### config.mk
export PLATFORM = sky130hd
export DESIGN_NAME = srcp_top
export DESIGN_NICKNAME = d
export VERILOG_FILES = /design/src/srcp_pkg.sv /design/src/srcp_top.sv /design/src/srcp_tx.sv /design/src/srcp_rx.sv
export SDC_FILE = /design/constraint.sdc
export NUM_CORES = 1
export LEC_CHECK = 0
export BUFFER_PORTS_ARGS = -buffer_cell sky130_fd_sc_hd__buf_2
export CORE_ASPECT_RATIO = 0.9
export CORE_MARGIN = 5
export CORE_UTILIZATION = 55
export DETAILED_ROUTE_END_ITERATION = 12
export GPL_TIMING_DRIVEN = 0
export PLACE_DENSITY = 0.71
export SYNTH_ARGS = -nofsm -noshare
export SYNTH_HDL_FRONTEND = slang
export SYNTH_SLANG_ARGS = --single-unit
### constraint.sdc
create_clock -name pclk -period 5.8 [get_ports pclk]
set_clock_uncertainty 0.1 [all_clocks]
set_input_delay 1.16 -clock pclk [delete_from_list [all_inputs] [get_ports pclk]]
set_output_delay 1.16 -clock pclk [all_outputs]
set_load 0.02 [all_outputs]
### src/srcp_pkg.sv
// Constants and helpers for the serial remote control port
// What this block does
// - Data width is 7 or 8 bits, 8 after reset
// - One or two stop bits, one after reset
// - Parity odd, even or none, none after reset
// - Rates 9600 to 115200 baud only, 9600 after reset
// - Flow control XON/XOFF, RTS or none, XON/XOFF after reset
// - Output lines end with CR, LF or CR LF, CR LF default
// - Received CR or LF alone ends a command line
// - Up to two end-of-file characters, none sent by default
// - Control-C causes a device clear
// - Control-R echoes CR, LF and the pending line
// - Protected data capture never stores special characters; acts on them, except XON/XOFF unless XON/XOFF flow control is set
// - Protected data capture ends at CR or LF
// - No service request signal; status keeps updating
// - One setting selects terminal or computer mode
// - Commands accepted only while serial port is the active port
package srcp_pkg;
  // ***************************************
  // Timing
  // ***************************************
  localparam int         CLK_HZ     = 200_000_000;
  localparam int         OVERSAMPLE = 16;
  localparam int         DIV_W      = 12;
  localparam logic [3:0] OS_LAST    = 4'hf;
  localparam logic [3:0] OS_MID     = 4'h7;
  localparam int         BAUD_0     = 9600;
  localparam int         BAUD_1     = 19200;
  localparam int         BAUD_2     = 38400;
  localparam int         BAUD_3     = 57600;
  localparam int         BAUD_4     = 115200;
  // ***************************************
  // Register map
  // ***************************************
  localparam logic [7:0] ADDR_CFG    = 8'h00;
  localparam logic [7:0] ADDR_CTRL   = 8'h04;
  localparam logic [7:0] ADDR_STATUS = 8'h08;
  localparam logic [7:0] ADDR_TXDATA = 8'h0c;
  localparam logic [7:0] ADDR_TXCMD  = 8'h10;
  localparam logic [7:0] ADDR_RXDATA = 8'h14;
  localparam logic [7:0] ADDR_ISTAT  = 8'h18;
  localparam logic [7:0] ADDR_IEN    = 8'h1c;
  localparam logic [7:0] ADDR_ICLR   = 8'h20;
  localparam logic [7:0] ADDR_EOF    = 8'h24;
  localparam int CFG_DATA7   = 0;
  localparam int CFG_STOP2   = 1;
  localparam int CFG_PAR_LO  = 2;
  localparam int CFG_BAUD_LO = 4;
  localparam int CFG_FLOW_LO = 7;
  localparam int CFG_EOL_LO  = 9;
  localparam int CFG_TERM    = 11;
  localparam int CFG_W       = 12;
  localparam logic [CFG_W-1:0] CFG_RST = 12'h000;
  localparam int CTRL_ACTIVE = 0;
  localparam int CTRL_PUD    = 1;
  localparam logic [1:0] CTRL_RST = 2'h1;
  localparam int CMD_EOL = 0;
  localparam int CMD_EOF = 1;
  localparam int EOF_CNT_LO = 16;
  localparam logic [17:0] EOF_RST = 18'h00000;
  localparam int RXD_VALID = 8;
  localparam int ST_CNT_LO = 16;
  localparam int INT_LINE  = 0;
  localparam int INT_CLEAR = 1;
  localparam int INT_ERR   = 2;
  localparam int INT_OVF   = 3;
  localparam int INT_W     = 4;
  // ***************************************
  // Encodings
  // ***************************************
  localparam logic [1:0] PAR_NONE  = 2'h0;
  localparam logic [1:0] PAR_ODD   = 2'h1;
  localparam logic [1:0] PAR_EVEN  = 2'h2;
  localparam logic [1:0] FLOW_XON  = 2'h0;
  localparam logic [1:0] FLOW_RTS  = 2'h1;
  localparam logic [1:0] FLOW_NONE = 2'h2;
  localparam logic [1:0] EOL_CRLF  = 2'h0;
  localparam logic [1:0] EOL_CR    = 2'h1;
  localparam logic [1:0] EOL_LF    = 2'h2;
  localparam logic [7:0] CH_CTRL_C = 8'h03;
  localparam logic [7:0] CH_CTRL_R = 8'h12;
  localparam logic [7:0] CH_XON    = 8'h11;
  localparam logic [7:0] CH_XOFF   = 8'h13;
  localparam logic [7:0] CH_CR     = 8'h0d;
  localparam logic [7:0] CH_LF     = 8'h0a;

  function automatic logic par_bit(logic [7:0] d, logic data7, logic [1:0] mode);
    logic x;
    x = ^(data7 ? {1'b0, d[6:0]} : d);
    return (mode == PAR_ODD) ? ~x : x;
  endfunction

  function automatic logic [DIV_W-1:0] baud_div(logic [2:0] sel);
    case (sel)
      3'h1:    return DIV_W'(CLK_HZ / (OVERSAMPLE * BAUD_1));
      3'h2:    return DIV_W'(CLK_HZ / (OVERSAMPLE * BAUD_2));
      3'h3:    return DIV_W'(CLK_HZ / (OVERSAMPLE * BAUD_3));
      3'h4:    return DIV_W'(CLK_HZ / (OVERSAMPLE * BAUD_4));
      default: return DIV_W'(CLK_HZ / (OVERSAMPLE * BAUD_0));
    endcase
  endfunction
endpackage

### src/srcp_top.sv
// Serial remote control port with APB registers
`timescale 1ns/100ps
module srcp_top
  import srcp_pkg::*;
#(
  parameter int DEPTH = 64
) (
  input  wire logic        pclk,
  input  wire logic        presetn,
  input  wire logic        psel,
  input  wire logic        penable,
  input  wire logic        pwrite,
  input  wire logic [7:0]  paddr,
  input  wire logic [31:0] pwdata,
  output logic [31:0]      prdata,
  output logic             pready,
  output logic             pslverr,
  output logic             irq,
  input  wire logic        rxd,
  output logic             txd,
  output logic             rts,
  output logic             device_clear,
  output logic             terminal_mode
);
  localparam int CW = $clog2(DEPTH + 1);

  typedef enum logic [8:0] {
    S_IDLE = 9'b000000001,
    S_ECR  = 9'b000000010,
    S_ELF  = 9'b000000100,
    S_EBUF = 9'b000001000,
    S_DATA = 9'b000010000,
    S_EOL1 = 9'b000100000,
    S_EOL2 = 9'b001000000,
    S_EOF1 = 9'b010000000,
    S_EOF2 = 9'b100000000
  } srcp_st_t;

  // ***************************************
  // Declarations
  // ***************************************
  logic [CFG_W-1:0] cfg_reg;
  logic [1:0]       ctrl_reg;
  logic [17:0]      eof_reg;
  logic [INT_W-1:0] istat_reg;
  logic [INT_W-1:0] ien_reg;
  logic [7:0]       lbuf [DEPTH];
  logic [CW-1:0]    cnt_reg;
  logic [CW-1:0]    rd_reg;
  logic [CW-1:0]    ech_reg;
  logic             line_reg;
  logic             xoff_reg;
  logic [7:0]       txch_reg;
  logic             txpend_reg;
  logic             eolreq_reg;
  logic             eofreq_reg;
  logic             echreq_reg;
  srcp_st_t         st_reg;
  logic             go_reg;
  logic [7:0]       godat_reg;
  logic [DIV_W-1:0] div_reg;
  logic             tick_reg;
  logic             tx_busy;
  logic             rx_valid;
  logic             rx_err;
  logic [7:0]       rx_data;
  logic             setup;
  logic             wr_fire;
  logic             rd_fire;
  logic             active;
  logic             pud;
  logic             data7;
  logic [1:0]       par;
  logic [1:0]       flow;
  logic [1:0]       line_terminator;
  logic [1:0]       eof_cnt;
  logic             full;
  logic             acc;
  logic             is_c;
  logic             is_r;
  logic             is_xon;
  logic             is_xoff;
  logic             is_end;
  logic             is_flow;
  logic             store;
  logic             do_clear;
  logic             can_send;
  logic             pop;
  logic [INT_W-1:0] ev;
  logic [31:0]      rd_mux;
  logic             rd_ok;

  // ***************************************
  // Decode
  // ***************************************
  assign setup   = psel & ~penable;
  assign wr_fire = psel & penable & pready & pwrite;
  assign rd_fire = psel & penable & pready & ~pwrite;
  assign active  = ctrl_reg[CTRL_ACTIVE];
  assign pud     = ctrl_reg[CTRL_PUD];
  assign data7   = cfg_reg[CFG_DATA7];
  assign par     = cfg_reg[CFG_PAR_LO +: 2];
  assign flow    = cfg_reg[CFG_FLOW_LO +: 2];
  assign line_terminator     = cfg_reg[CFG_EOL_LO +: 2];
  assign eof_cnt = eof_reg[EOF_CNT_LO +: 2];
  assign full    = (cnt_reg == CW'(DEPTH));
  assign acc     = rx_valid & ~rx_err & active;
  assign is_c    = acc & (rx_data == CH_CTRL_C);
  assign is_r    = acc & (rx_data == CH_CTRL_R);
  assign is_xon  = acc & (rx_data == CH_XON);
  assign is_xoff = acc & (rx_data == CH_XOFF);
  assign is_end  = acc & (rx_data == CH_CR || rx_data == CH_LF);
  assign is_flow = (is_xon | is_xoff) & (pud | flow == FLOW_XON);
  assign store   = acc & ~is_c & ~is_r & ~is_end & ~is_flow;
  assign do_clear = is_c;
  assign pop     = rd_fire & (paddr == ADDR_RXDATA) & line_reg;
  assign ev[INT_LINE]  = is_end;
  assign ev[INT_CLEAR] = is_c;
  assign ev[INT_ERR]   = rx_valid & rx_err;
  assign ev[INT_OVF]   = store & (line_reg | full);

  // ***************************************
  // Bit rate
  // ***************************************
  // fixed set of rates
  always_ff @(posedge pclk or negedge presetn) begin
    if (!presetn) begin
      div_reg  <= '0;
      tick_reg <= 1'b0;
    end else if (div_reg >= baud_div(cfg_reg[CFG_BAUD_LO +: 3]) - DIV_W'(1)) begin
      div_reg  <= '0;
      tick_reg <= 1'b1;
    end else begin
      div_reg  <= div_reg + DIV_W'(1);
      tick_reg <= 1'b0;
    end
  end

  // ***************************************
  // APB registers
  // ***************************************
  // reset defaults
  always_ff @(posedge pclk or negedge presetn) begin
    if (!presetn) begin
      cfg_reg  <= CFG_RST;
      ctrl_reg <= CTRL_RST;
      eof_reg  <= EOF_RST;
      ien_reg  <= '0;
    end else begin
      if (wr_fire && paddr == ADDR_CFG) cfg_reg <= pwdata[CFG_W-1:0];
      if (wr_fire && paddr == ADDR_EOF) eof_reg <= pwdata[17:0];
      if (wr_fire && paddr == ADDR_IEN) ien_reg <= pwdata[INT_W-1:0];
      if (wr_fire && paddr == ADDR_CTRL) begin
        ctrl_reg <= pwdata[1:0];
      end else if (is_end) begin
        ctrl_reg[CTRL_PUD] <= 1'b0;
      end
    end
  end

  always_comb begin
    rd_ok  = 1'b1;
    rd_mux = 32'h00000000;
    unique case (paddr)
      ADDR_CFG:    rd_mux[CFG_W-1:0] = cfg_reg;
      ADDR_CTRL:   rd_mux[1:0] = ctrl_reg;
      ADDR_STATUS: begin
        rd_mux[0] = line_reg;
        rd_mux[1] = txpend_reg;
        rd_mux[2] = tx_busy;
        rd_mux[3] = xoff_reg;
        rd_mux[4] = rts;
        rd_mux[5] = full;
        rd_mux[ST_CNT_LO +: CW] = cnt_reg;
      end
      ADDR_RXDATA: begin
        rd_mux[7:0]       = lbuf[rd_reg[CW-2:0]];
        rd_mux[RXD_VALID] = line_reg;
      end
      ADDR_ISTAT:  rd_mux[INT_W-1:0] = istat_reg;
      ADDR_IEN:    rd_mux[INT_W-1:0] = ien_reg;
      ADDR_EOF:    rd_mux[17:0] = eof_reg;
      ADDR_TXDATA, ADDR_TXCMD, ADDR_ICLR: rd_mux = 32'h00000000;
      default:     rd_ok = 1'b0;
    endcase
  end

  always_ff @(posedge pclk or negedge presetn) begin
    if (!presetn) begin
      prdata  <= 32'h00000000;
      pready  <= 1'b0;
      pslverr <= 1'b0;
    end else begin
      pready <= 1'b1;
      if (setup) begin
        prdata  <= rd_mux;
        pslverr <= ~rd_ok;
      end
    end
  end

  // ***************************************
  // Interrupts
  // ***************************************
  always_ff @(posedge pclk or negedge presetn) begin
    if (!presetn) begin
      istat_reg <= '0;
      irq       <= 1'b0;
    end else begin
      if (wr_fire && paddr == ADDR_ICLR) begin
        istat_reg <= (istat_reg & ~pwdata[INT_W-1:0]) | ev;
      end else begin
        istat_reg <= istat_reg | ev;
      end
      irq <= |(istat_reg & ien_reg);
    end
  end

  // ***************************************
  // Line buffer
  // ***************************************
  always_ff @(posedge pclk) begin
    if (store && !line_reg && !full) lbuf[cnt_reg[CW-2:0]] <= rx_data;
  end

  always_ff @(posedge pclk or negedge presetn) begin
    if (!presetn) begin
      cnt_reg  <= '0;
      rd_reg   <= '0;
      line_reg <= 1'b0;
    end else if (do_clear) begin
      cnt_reg  <= '0;
      rd_reg   <= '0;
      line_reg <= 1'b0;
    end else if (pop) begin
      if (rd_reg + CW'(1) == cnt_reg) begin
        cnt_reg  <= '0;
        rd_reg   <= '0;
        line_reg <= 1'b0;
      end else begin
        rd_reg <= rd_reg + CW'(1);
      end
    end else if (is_end && !line_reg && cnt_reg != '0) begin
      line_reg <= 1'b1;
    end else if (store && !line_reg && !full) begin
      cnt_reg <= cnt_reg + CW'(1);
    end
  end

  // ***************************************
  // Flow control and pins
  // ***************************************
  always_ff @(posedge pclk or negedge presetn) begin
    if (!presetn) begin
      xoff_reg      <= 1'b0;
      rts           <= 1'b1;
      device_clear  <= 1'b0;
      terminal_mode <= 1'b0;
    end else begin
      if (flow != FLOW_XON || is_xon || do_clear) xoff_reg <= 1'b0;
      else if (is_xoff) xoff_reg <= 1'b1;
      rts <= (flow == FLOW_RTS) ? ~(line_reg | full) : 1'b1;
      device_clear  <= do_clear;
      terminal_mode <= cfg_reg[CFG_TERM];
    end
  end

  // ***************************************
  // Transmit sequencing
  // ***************************************
  assign can_send = ~tx_busy & ~go_reg & ~xoff_reg;

  always_ff @(posedge pclk or negedge presetn) begin
    if (!presetn) begin
      txch_reg   <= 8'h00;
      txpend_reg <= 1'b0;
      eolreq_reg <= 1'b0;
      eofreq_reg <= 1'b0;
      echreq_reg <= 1'b0;
      ech_reg    <= '0;
      st_reg     <= S_IDLE;
      go_reg     <= 1'b0;
      godat_reg  <= 8'h00;
    end else if (do_clear) begin
      txpend_reg <= 1'b0;
      eolreq_reg <= 1'b0;
      eofreq_reg <= 1'b0;
      echreq_reg <= 1'b0;
      st_reg     <= S_IDLE;
      go_reg     <= 1'b0;
    end else begin
      go_reg <= 1'b0;
      if (wr_fire && paddr == ADDR_TXDATA && !txpend_reg) begin
        txch_reg   <= pwdata[7:0];
        txpend_reg <= 1'b1;
      end
      if (wr_fire && paddr == ADDR_TXCMD) begin
        if (pwdata[CMD_EOL]) eolreq_reg <= 1'b1;
        if (pwdata[CMD_EOF]) eofreq_reg <= 1'b1;
      end
      if (is_r && !line_reg) echreq_reg <= 1'b1;
      unique case (st_reg)
        S_IDLE: begin
          if (echreq_reg) begin
            echreq_reg <= 1'b0;
            st_reg     <= S_ECR;
          end else if (txpend_reg) begin
            st_reg <= S_DATA;
          end else if (eolreq_reg) begin
            eolreq_reg <= 1'b0;
            st_reg     <= S_EOL1;
          end else if (eofreq_reg) begin
            eofreq_reg <= 1'b0;
            st_reg     <= S_EOF1;
          end
        end
        S_ECR: if (can_send) begin
          go_reg    <= 1'b1;
          godat_reg <= CH_CR;
          st_reg    <= S_ELF;
        end
        S_ELF: if (can_send) begin
          go_reg    <= 1'b1;
          godat_reg <= CH_LF;
          ech_reg   <= '0;
          st_reg    <= S_EBUF;
        end
        S_EBUF: if (can_send) begin
          if (ech_reg >= cnt_reg) begin
            st_reg <= S_IDLE;
          end else begin
            go_reg    <= 1'b1;
            godat_reg <= lbuf[ech_reg[CW-2:0]];
            ech_reg   <= ech_reg + CW'(1);
          end
        end
        S_DATA: if (can_send) begin
          go_reg     <= 1'b1;
          godat_reg  <= txch_reg;
          txpend_reg <= 1'b0;
          st_reg     <= S_IDLE;
        end
        S_EOL1: if (can_send) begin
          go_reg    <= 1'b1;
          godat_reg <= (line_terminator == EOL_LF) ? CH_LF : CH_CR;
          st_reg    <= (line_terminator == EOL_CR || line_terminator == EOL_LF) ? S_IDLE : S_EOL2;
        end
        S_EOL2: if (can_send) begin
          go_reg    <= 1'b1;
          godat_reg <= CH_LF;
          st_reg    <= S_IDLE;
        end
        S_EOF1: if (can_send) begin
          go_reg    <= (eof_cnt != 2'h0);
          godat_reg <= eof_reg[7:0];
          st_reg    <= (eof_cnt >= 2'h2) ? S_EOF2 : S_IDLE;
        end
        S_EOF2: if (can_send) begin
          go_reg    <= 1'b1;
          godat_reg <= eof_reg[15:8];
          st_reg    <= S_IDLE;
        end
      endcase
    end
  end

  // ***************************************
  // Serial engines
  // ***************************************
  srcp_tx u_tx (
    .pclk    (pclk),
    .presetn (presetn),
    .tick16  (tick_reg),
    .go      (go_reg),
    .data    (godat_reg),
    .data7   (data7),
    .stop2   (cfg_reg[CFG_STOP2]),
    .parity  (par),
    .busy    (tx_busy),
    .txd     (txd)
  );

  srcp_rx u_rx (
    .pclk    (pclk),
    .presetn (presetn),
    .tick16  (tick_reg),
    .rxd     (rxd),
    .data7   (data7),
    .parity  (par),
    .valid   (rx_valid),
    .err     (rx_err),
    .data    (rx_data)
  );
endmodule

### src/srcp_tx.sv
// Character transmitter with programmable framing
`timescale 1ns/100ps
module srcp_tx
  import srcp_pkg::*;
(
  input  wire logic       pclk,
  input  wire logic       presetn,
  input  wire logic       tick16,
  input  wire logic       go,
  input  wire logic [7:0] data,
  input  wire logic       data7,
  input  wire logic       stop2,
  input  wire logic [1:0] parity,
  output logic            busy,
  output logic            txd
);
  typedef enum logic [4:0] {
    T_IDLE  = 5'b00001,
    T_START = 5'b00010,
    T_DATA  = 5'b00100,
    T_PAR   = 5'b01000,
    T_STOP  = 5'b10000
  } srcp_tx_st_t;

  srcp_tx_st_t st_reg;
  logic [3:0]  sub_reg;
  logic [2:0]  idx_reg;
  logic [7:0]  sh_reg;
  logic        par_reg;
  logic        stp_reg;

  always_ff @(posedge pclk or negedge presetn) begin
    if (!presetn) begin
      st_reg  <= T_IDLE;
      sub_reg <= 4'h0;
      idx_reg <= 3'h0;
      sh_reg  <= 8'h00;
      par_reg <= 1'b0;
      stp_reg <= 1'b0;
      busy    <= 1'b0;
      txd     <= 1'b1;
    end else if (st_reg == T_IDLE) begin
      if (go) begin
        st_reg  <= T_START;
        sh_reg  <= data;
        par_reg <= par_bit(data, data7, parity);
        sub_reg <= 4'h0;
        busy    <= 1'b1;
        txd     <= 1'b0;
      end
    end else if (tick16) begin
      sub_reg <= sub_reg + 4'h1;
      if (sub_reg == OS_LAST) begin
        unique case (st_reg)
          T_START: begin
            st_reg  <= T_DATA;
            idx_reg <= 3'h0;
            txd     <= sh_reg[0];
          end
          T_DATA: begin
            sh_reg <= sh_reg >> 1;
            if (idx_reg == (data7 ? 3'h6 : 3'h7)) begin
              if (parity == PAR_ODD || parity == PAR_EVEN) begin
                st_reg <= T_PAR;
                txd    <= par_reg;
              end else begin
                st_reg  <= T_STOP;
                stp_reg <= 1'b0;
                txd     <= 1'b1;
              end
            end else begin
              idx_reg <= idx_reg + 3'h1;
              txd     <= sh_reg[1];
            end
          end
          T_PAR: begin
            st_reg  <= T_STOP;
            stp_reg <= 1'b0;
            txd     <= 1'b1;
          end
          T_STOP: begin
            if (stp_reg == stop2) begin
              st_reg <= T_IDLE;
              busy   <= 1'b0;
            end else begin
              stp_reg <= 1'b1;
            end
          end
          T_IDLE: ;
        endcase
      end
    end
  end
endmodule

### src/srcp_rx.sv
// Character receiver, 16x oversampled
`timescale 1ns/100ps
module srcp_rx
  import srcp_pkg::*;
(
  input  wire logic       pclk,
  input  wire logic       presetn,
  input  wire logic       tick16,
  input  wire logic       rxd,
  input  wire logic       data7,
  input  wire logic [1:0] parity,
  output logic            valid,
  output logic            err,
  output logic [7:0]      data
);
  typedef enum logic [4:0] {
    R_IDLE  = 5'b00001,
    R_START = 5'b00010,
    R_DATA  = 5'b00100,
    R_PAR   = 5'b01000,
    R_STOP  = 5'b10000
  } srcp_rx_st_t;

  srcp_rx_st_t st_reg;
  logic [3:0]  sub_reg;
  logic [2:0]  idx_reg;
  logic        perr_reg;

  always_ff @(posedge pclk or negedge presetn) begin
    if (!presetn) begin
      st_reg   <= R_IDLE;
      sub_reg  <= 4'h0;
      idx_reg  <= 3'h0;
      perr_reg <= 1'b0;
      valid    <= 1'b0;
      err      <= 1'b0;
      data     <= 8'h00;
    end else begin
      valid <= 1'b0;
      if (tick16) begin
        sub_reg <= sub_reg + 4'h1;
        unique case (st_reg)
          R_IDLE: begin
            sub_reg <= 4'h0;
            if (!rxd) st_reg <= R_START;
          end
          R_START: begin
            if (sub_reg == OS_MID) begin
              sub_reg  <= 4'h0;
              idx_reg  <= 3'h0;
              data     <= 8'h00;
              perr_reg <= 1'b0;
              st_reg   <= rxd ? R_IDLE : R_DATA;
            end
          end
          R_DATA: begin
            if (sub_reg == OS_LAST) begin
              data[idx_reg] <= rxd;
              idx_reg       <= idx_reg + 3'h1;
              if (idx_reg == (data7 ? 3'h6 : 3'h7)) begin
                st_reg <= (parity == PAR_ODD || parity == PAR_EVEN) ? R_PAR : R_STOP;
              end
            end
          end
          R_PAR: begin
            if (sub_reg == OS_LAST) begin
              perr_reg <= (rxd != par_bit(data, data7, parity));
              st_reg   <= R_STOP;
            end
          end
          R_STOP: begin
            if (sub_reg == OS_LAST) begin
              valid  <= 1'b1;
              err    <= perr_reg | ~rxd;
              st_reg <= R_IDLE;
            end
          end
        endcase
      end
    end
  end
endmodule

Word-level counts from Yosys, hierarchy flattened
Memories as Yosys holds them, arrays and structs flattened.
Index checks and enable logic that the tools add are counted.
{"block": "word_totals", "reg_bits": 182, "mem_bits_rw": 512, "input_bits": 46, "out_inout_bits": 39, "elab_cells": 415, "mem_count": 1}
{"block": "classes", "add_sub_neg": 9, "magnitude_cmp": 5, "eq_ne": 84, "n_mux": 155, "bitwise": 48, "reduce_logical": 70}
{"memory": "lbuf", "depth": 64, "width": 8, "read_ports": 2, "rd_clocked_by_memory_dff": 0, "write_ports": 1, "line": "srcp_top.sv:47", "source": "logic [7:0] lbuf [DEPTH];"}
{"operator": "$mux 8", "n": 17}
{"operator": "$mux 9", "n": 13}
{"operator": "$mux 7", "n": 12}
{"operator": "$mux 5", "n": 14}
{"operator": "$mux 1", "n": 65}
{"operator": "$pmux 9 s7", "n": 1}
{"operator": "$eq 8x5->1 const B", "n": 7}
{"operator": "$pmux 8 s7", "n": 1}
{"operator": "$pmux 11 s4", "n": 1}
{"operator": "$eq 8x4->1 const B", "n": 4}
{"operator": "$reduce_bool 2->1", "n": 14}
{"operator": "$ne 2x2->1 const B", "n": 13}
{"operator": "$pmux 5 s5", "n": 1}
{"operator": "$mux 4", "n": 6}
{"operator": "$and 1x1->1", "n": 23}
{"operator": "$add 7x1->7 const B", "n": 3}
{"operator": "$ne 3x3->1 const B", "n": 7}
{"operator": "$pmux 5 s4", "n": 1}
{"operator": "$pmux 3 s2", "n": 3}
{"operator": "$eq 8x6->1 const B", "n": 2}
{"operator": "$not 1->1", "n": 16}
{"operator": "$pmux 8 s2", "n": 1}
{"operator": "$reduce_and 4->1", "n": 4}
{"operator": "$reduce_xor 8->1", "n": 2}
{"operator": "other kinds (79)", "n": 140}

Logic depth before layout (Yosys ltp)
Gate-level depths: netlist of the first run.
{"block": "depth", "word_depth": 15, "depth_mapped": 13}

By module
Synthesis of the first run repeated with hierarchy kept, for this count alone.
{"block": "unflattened", "cells_unflattened": 2312, "hier_area_um2": 34307.9}
{"mod": "srcp_top", "instances": 1, "cells_per_inst": 1995, "area_each_um2": 31246.2, "seq_area_each_um2": 18756.7}
{"mod": "srcp_tx", "instances": 1, "cells_per_inst": 161, "area_each_um2": 1600.3, "seq_area_each_um2": 603.1}
{"mod": "srcp_rx", "instances": 1, "cells_per_inst": 156, "area_each_um2": 1461.4, "seq_area_each_um2": 576.8}

Least setup slack after synthesis of the first run
No wires, ideal clock.
{"block": "synth_timing", "path_kind": "register to register", "startpoint": "register u_rx.data[1]", "endpoint": "memory lbuf[40][0], enable pin", "setup_time_ns": 0.395, "arrival_ns": 3.526, "path_slack_ns": 1.779, "path_stages_with_launch": 10, "synth_period_minus_slack_ns": 4.021, "path_cell_list": "dfrtp_1 inv_1 ha_1 or2_2 a21oi_1 a2bb2oi_1 o21ai_1 clkbuf_1 buf_2 nor4_1"}
{"block": "synth_via", "elab_chain_len": 11, "word_cells_on_any_way": 26, "cone_classes": "6 x eq/ne; 2 x mux; 15 x bitwise; 3 x reduce/logical"}
{"element": "from (decl)", "line": "srcp_rx.sv:14", "source": "output logic [7:0] data"}
{"element": "from (signal, indexed assignment)", "line": "srcp_rx.sv:58", "source": "data[idx_reg] <= rxd;"}
{"element": "$eq 8x2->1", "line": "srcp_top.sv:108", "source": "assign is_c = acc & (rx_data == CH_CTRL_C);"}
{"element": "$and 1x1->1", "line": "srcp_top.sv:108"}
{"element": "$not 1->1 (no source line)"}
{"element": "$and 1x1->1 (3 in series)", "line": "srcp_top.sv:114", "source": "assign store = acc & ~is_c & ~is_r & ~is_end & ~is_flow;"}
{"element": "$and 1x1->1 (*)", "line": "srcp_top.sv:114"}
{"element": "$logic_and 1x1->1 (*) (2 in series)", "line": "srcp_top.sv:223", "source": "if (store && !line_reg && !full) lbuf[cnt_reg[CW-2:0]] <= rx_data;"}
{"element": "$mux 1 (*)", "line": "srcp_top.sv:223"}
{"element": "$mux 1 (implied by the code) (*)", "line": "srcp_top.sv:223"}
{"element": "to (decl)", "line": "srcp_top.sv:47"}
Every way passes the cells marked *; elsewhere a longest branch is shown, timed or not.

Worst setup path in the final report of the first run
{"block": "layout_timing", "startpoint": "register rd_reg[1]", "endpoint": "register prdata[6]"}
{"block": "layout_via", "elab_chain_len": 2}
{"element": "from (decl)", "line": "srcp_top.sv:49", "source": "logic [CW-1:0] rd_reg;"}
{"element": "from (signal assigned)", "line": "srcp_top.sv:241", "source": "rd_reg <= rd_reg + CW'(1);"}
{"element": "$mem_v2 64x8"}
{"element": "$pmux 3 s3", "line": "srcp_top.sv:164", "source": "unique case (paddr)"}
{"element": "to (signal assigned)", "line": "srcp_top.sv:196", "source": "prdata <= rd_mux;"}
{"element": "to (decl)", "line": "srcp_top.sv:15", "source": "output logic [31:0] prdata,"}
Every way passes these cells.
A chain may end at the register's enable or synchronous reset.

==> impl_metrics.toml, run 1 <==
[outcome]
status = "complete, but fails checks"
violations = "max-capacitance violations, max-slew violations"

[place]
dp_hpwl_mm = 89.2
dpl.cell_count = 3365
place_area_um2 = 36800
portBuffers = 60
gp_congestion = 1.09

[worst_setup_path]
critPathLaunchType = "flip-flop"
critPathBufInv = 4
cp_data_arrival_time_ps = 5990
worstSetupPathType = "reg -> reg"
rr_worst_depth = 8
path_delay_family = "buffers and inverters"
cp.depth = 8
crit_chain = "buf_2 -> buf_2 -> clkbuf_1 -> clkbuf_1 -> a211oi_1 -> a211oi_1 -> o21ai_0 -> nand3_1"
endpoint_kind = "flip-flop"
worst-endpoint-required_ps = 6240
crit_fanout = 10
max_stage_delay_ps = 1160
slowest_stage = "a211oi_1"

[floorplanning]
start_util_pct = 55.5
core_um2 = 62700
rows = 87
die_w_um = 275
die_area_um2 = 68400
dieHeight_um = 249
io_pins = 85

[grt]
grt_antenna_before_repair = 6
grt_overflow_total = 0
track_usage_pct = 36.3
grt_pass1_wl_mm = 177
grt_pass1_vias = 24600
grt_start_max_net_pins = 98

[layout]
stdcell_count = 3495
mostFrequentLayoutCell = "edfxtp_1"
final_cell_mix = "512 x edfxtp_1, 217 x mux4_2, 168 x dfrtp_1"
final_core_util_pct = 62.5
final_nets = 2680
drive_gt1_share_pct = 24.5
final_area_um2 = 39200
synthToLayoutAreaGrowth_pct = 12.6
largest_register_ffs = 512

[min_path]
whs_path_depth = 0
hold_path_class = "reg -> reg"

[synth]
yosysTopAreaCell = "edfxtp_1"
yosysUniqueCellTypes = 94
ys.flop_type = "edfxtp_1"
synth_cells = 2409
synth_top_cell_area_share_pct = 44.2
ys_seq_area_share_pct = 57.3
avgSynthCellArea_um2 = 14.4
ys_async_sr_fraction_pct = 26.2
yosysWarnings = 0
ys_ff_latch = 694
synth_edf_count = 512
synth_area_leaders = "edfxtp_1 44%, mux4_2 14%, dfrtp_1 13%"
syn_area_um2 = 34800

[detailed_routing]
wl_mm = 126
ant_nets = 0
drt-pass1-iter-count = 6
vias_per_cell = 7.33
vias = 25600
first_iter_violations = 4117
drc = 0
wl_per_cell_um = 36.1

[sta]
max_freq_mhz = 180
timing.final.crit_share_pct = 95.7
hold_violations = 0
finalSetupViolCount = 0
rsz0062_at_grt = "no"
tightest_slew_ps = 1660
min_period_ps = 5550
slew_violations = 12
slew-limit-headroom_pct = -13.4

[clocking]
htree_num_levels = 3
cts_tree = "built"
hold_buffers = 0
cts_root_buffer = "clkbuf_16"
post_cts_resized = 0
postCtsSetupBuffers = 0
cts.sinks = 694
cts_buffer_depth = 3
clkLatencyLatePin_ps = 630
cts_inserted_buffers = 73
clk_pin_slew_ps = 60

[run]
cap_violations = 3

[power]
p_leak_uw = 0.0133
peakVddDrop_uv = 185
power_density_nw_per_um2 = 297
power_uw = 11600
[layout make-up]
class / instances / area [um^2]
diodes: 2 / 5.00
plain buffers: 171 / 901
clock buffers: 94 / 2040
clock inverters: 33 / 268
fillers: 4699 / 23500
inverters: 41 / 154
multi-input cells: 1512 / 14000
flip-flops and latches: 694 / 19900
well taps: 845 / 1060
repair buffers: 103 / 759
[cells by family (layout without fill, tap and decap cells)]
family          after synthesis  in the layout  synth area share [%]
compound gates              428            428                  8.68
xor+xnor                     48             48                  1.21
fa+ha+maj                    38             38                  1.37
buf+inv                     212            442                  3.03
flops                       694            694                  57.3
mux                         403            403                  19.6
other cells                   2             13                0.0216
simple gates                584            584                  8.73
[synth_stat cells (18+ instances only)]
master      n
edfxtp_1  512
mux4_2    217
dfrtp_1   176
nor2_1    141
nand2_1   132
mux2i_1   123
o21ai_0    92
clkbuf_1   83
nand3_1    64
mux2_2     62
a21oi_1    57
nor4_1     44
buf_2      38
ha_1       38
inv_1      35
nor3_1     31
o221ai_1   30
xnor2_1    27
a22oi_1    24
buf_4      24
o22ai_1    23
a211oi_1   21
xor2_1     21
nand4_1    20
nand2b_1   19
nor2b_1    19
and3_1     18
[per-layer routing]
metal	vias up	share of wire (%)	global-route usage (%)	wire (um)
met5	-	0	0	0
met3	557	14	13.1	18100
li1	10000	-	-	-
met2	2183	43	53.9	54700
met4	0	7.7	19.7	9770
met1	12800	35	47.0	43600
[metrics by stage]
| stage | setup WS [ps] | hold slack [ps] | setup TNS [ps] |
|---|---|---|---|
| after floorplan | 1780 | 270 | 0 |
| after global placement | -955 | 285 | -138470 |
| after detailed placement | 809 | 316 | 0 |
| after CTS | 792 | 328 | 0 |
| after global routing | 516 | 342 | 0 |
| final | 250 | 326 | 0 |
[worst paths after layout]
kind	startpoint	to	slack, ps
worst max-delay path	rd_reg[1]	prdata[6]	250
worst min-delay path	cfg_reg[11]	terminal_mode	330
worst max register to register	rd_reg[1]	prdata[6]	250
worst min register to register	cfg_reg[11]	terminal_mode	330
max in group asynchronous	presetn	u_rx.data[7]	4210
min in group asynchronous	presetn	div_reg[7]	460
[report_power, final]
group	switching [uW]	internal, uW	total [uW]
logic	707	409	1120
clock network	1990	2660	4640
registers	219	5650	5870
Note: power is estimated with default switching activity, not from simulation.
==> inputs of run 2 (changes only) <==
CAP_MARGIN = 20   (was not set)
PLACE_DENSITY = 0.73   (was 0.71)
clock period = 4.6 ns   (was 5.8 ns; I/O delays follow)
==> run 2 against run 1 <==
  * The run ends with negative setup slack left
  * Clock-buffer cell count grew 1
  * First-iteration DRC count shrank 4.7%
  * Sequential cell count is the same
  * Final cell count grew 0.37%
  * Setup slack lost 410 ps
  * Total power grew 26%
  * Combinational power grew 31%
  * Register-to-register slack lost 410 ps
==> impl_metrics.toml, run 2 (synthesis results as in run 1) <==
[detailed_routing]
ant_nets = 0
first_iter_violations = 3923
wl_per_cell_um = 38.8
vias = 25600
drt-pass1-iter-count = 5
drc = 0
vias_per_cell = 7.29
wl_mm = 136

[floorplanning]
die_w_um = 275
io_pins = 85
start_util_pct = 55.5
core_um2 = 62700
die_area_um2 = 68400
rows = 87
dieHeight_um = 249

[layout]
final_cell_mix = "512 x edfxtp_1, 217 x mux4_2, 168 x dfrtp_1"
largest_register_ffs = 512
final_area_um2 = 39400
final_core_util_pct = 62.8
drive_gt1_share_pct = 24.8
synthToLayoutAreaGrowth_pct = 13.2
final_nets = 2693
mostFrequentLayoutCell = "edfxtp_1"

[power]
p_leak_uw = 0.0134
p_switching_uw = 3840
clkPwrFrac_pct = 39.4
seqPwrFrac_pct = 50.6
peakVddDrop_uv = 351
swShare_pct = 26.2
internal_power_uw = 10800
power_uw = 14700
power_density_nw_per_um2 = 373
combinationalPowerShare_pct = 10.0

[clocking]
cts_inserted_buffers = 74
clk_pin_slew_ps = 70
cts_root_buffer = "clkbuf_16"
htree_num_levels = 3
cts_tree = "built"
cts.sinks = 694
cts_buffer_depth = 3
clkLatencyLatePin_ps = 660

[worst_setup_path]
critPathLaunchType = "flip-flop"
worst-endpoint-required_ps = 5040
crit_fanout = 10
cp_data_arrival_time_ps = 5190
worstSetupPathType = "reg -> reg"
endpoint_kind = "flip-flop"

[sta]
rsz0062_at_grt = "no"
slew-limit-headroom_pct = 5.67
final.setup.worst_slack_ps = -155
finalSetupViolCount = 3
max_freq_mhz = 210
tightest_slew_ps = 1380
slew_violations = 0
hold_slack_ps = 131
timing.final.crit_share_pct = 103
min_period_ps = 4760
setup_tns_ps = -216
hold_violations = 0

[outcome]
violations = "negative setup slack"
status = "complete, but fails checks"

[place]
dp_hpwl_mm = 98.4
gp_congestion = 1.05
place_area_um2 = 37100
portBuffers = 60

[grt]
grt_start_max_net_pins = 123
grt_antenna_before_repair = 4
grt_overflow_total = 0
track_usage_pct = 39.5
grt_pass1_vias = 24900
grt_pass1_wl_mm = 189

[run]
cap_violations = 0

[min_path]
hold_path_class = "in -> async"
## run 2: cell type report
class                      instances  area [um^2]
clock buffer                      95         1940
sequential                       694        20000
inverter                          41          154
multi-input combinational       1512        14000
antenna                            1         2.50
fill                            4683        23300
buffer                           169          893
tap                              845         1060
clock inverter                    34          339
timing repair buffer             117          992
## run 2: power by group through the flow
| stage | combinational, uW | clock, uW | sequential, uW |
|---|---|---|---|
| 6_report | 1470 | 5780 | 7420 |
| 5_1_grt | 1580 | 6040 | 7430 |
| 4_1_cts | 1440 | 5770 | 7410 |
| 2_1_floorplan | 797 | 0 | 7530 |
| 3_5_place_dp | 1430 | 0 | 7540 |
| 3_3_place_gp | 1120 | 0 | 7750 |
## run 2: path summary, 6_finish.rpt
kind,from,depth (start not counted),slack (ps),end
worst max register to register,rd_reg[1],9,-160,prdata[1]
worst max-delay path,rd_reg[1],9,-160,prdata[1]
max in group asynchronous,presetn,2,3220,u_rx.data[3]
min in group pclk,cfg_reg[11],0,300,terminal_mode
worst min-delay path,presetn,1,130,prdata[11]
worst min register to register,cfg_reg[11],0,300,terminal_mode
## run 2: through the flow
step                setup WS (ps)  instances
CTS                          15.2       3506
finish                       -155       3508
global placement            -2070       3323
global route                 1.47       3507
floorplan                     579       2418
detailed placement          -22.5       3378
## run 2: layer usage
layer  share of wire (%)  global-route usage, %  up-vias  wire length (um)
met5                   0                      0        -                 0
met4                 7.1                   21.6        0              9640
met3                  14                   12.5      510             18600
met2                  44                   58.5     2029             59800
met1                  35                   52.4    13000             48200
li1                    -                      -    10100                 -
## run 2: worst max-delay path: stages (launching register included)
cell,delay [ps]
dfrtp_1,390
buf_2,350
nand2_1,150
clkbuf_1,520
clkbuf_1,550
o22ai_1,390
o22ai_1,120
a2111oi_0,1200
o21ai_0,560
o21ai_0,310
## run 2: timing repair
action / CTS / global route
hold buffers: 0 / 0
setup endpoints to repair: 2 / 171
setup buffers: 0 / 0
gates resized for setup: 1 / 5
cloned: 0 / 0
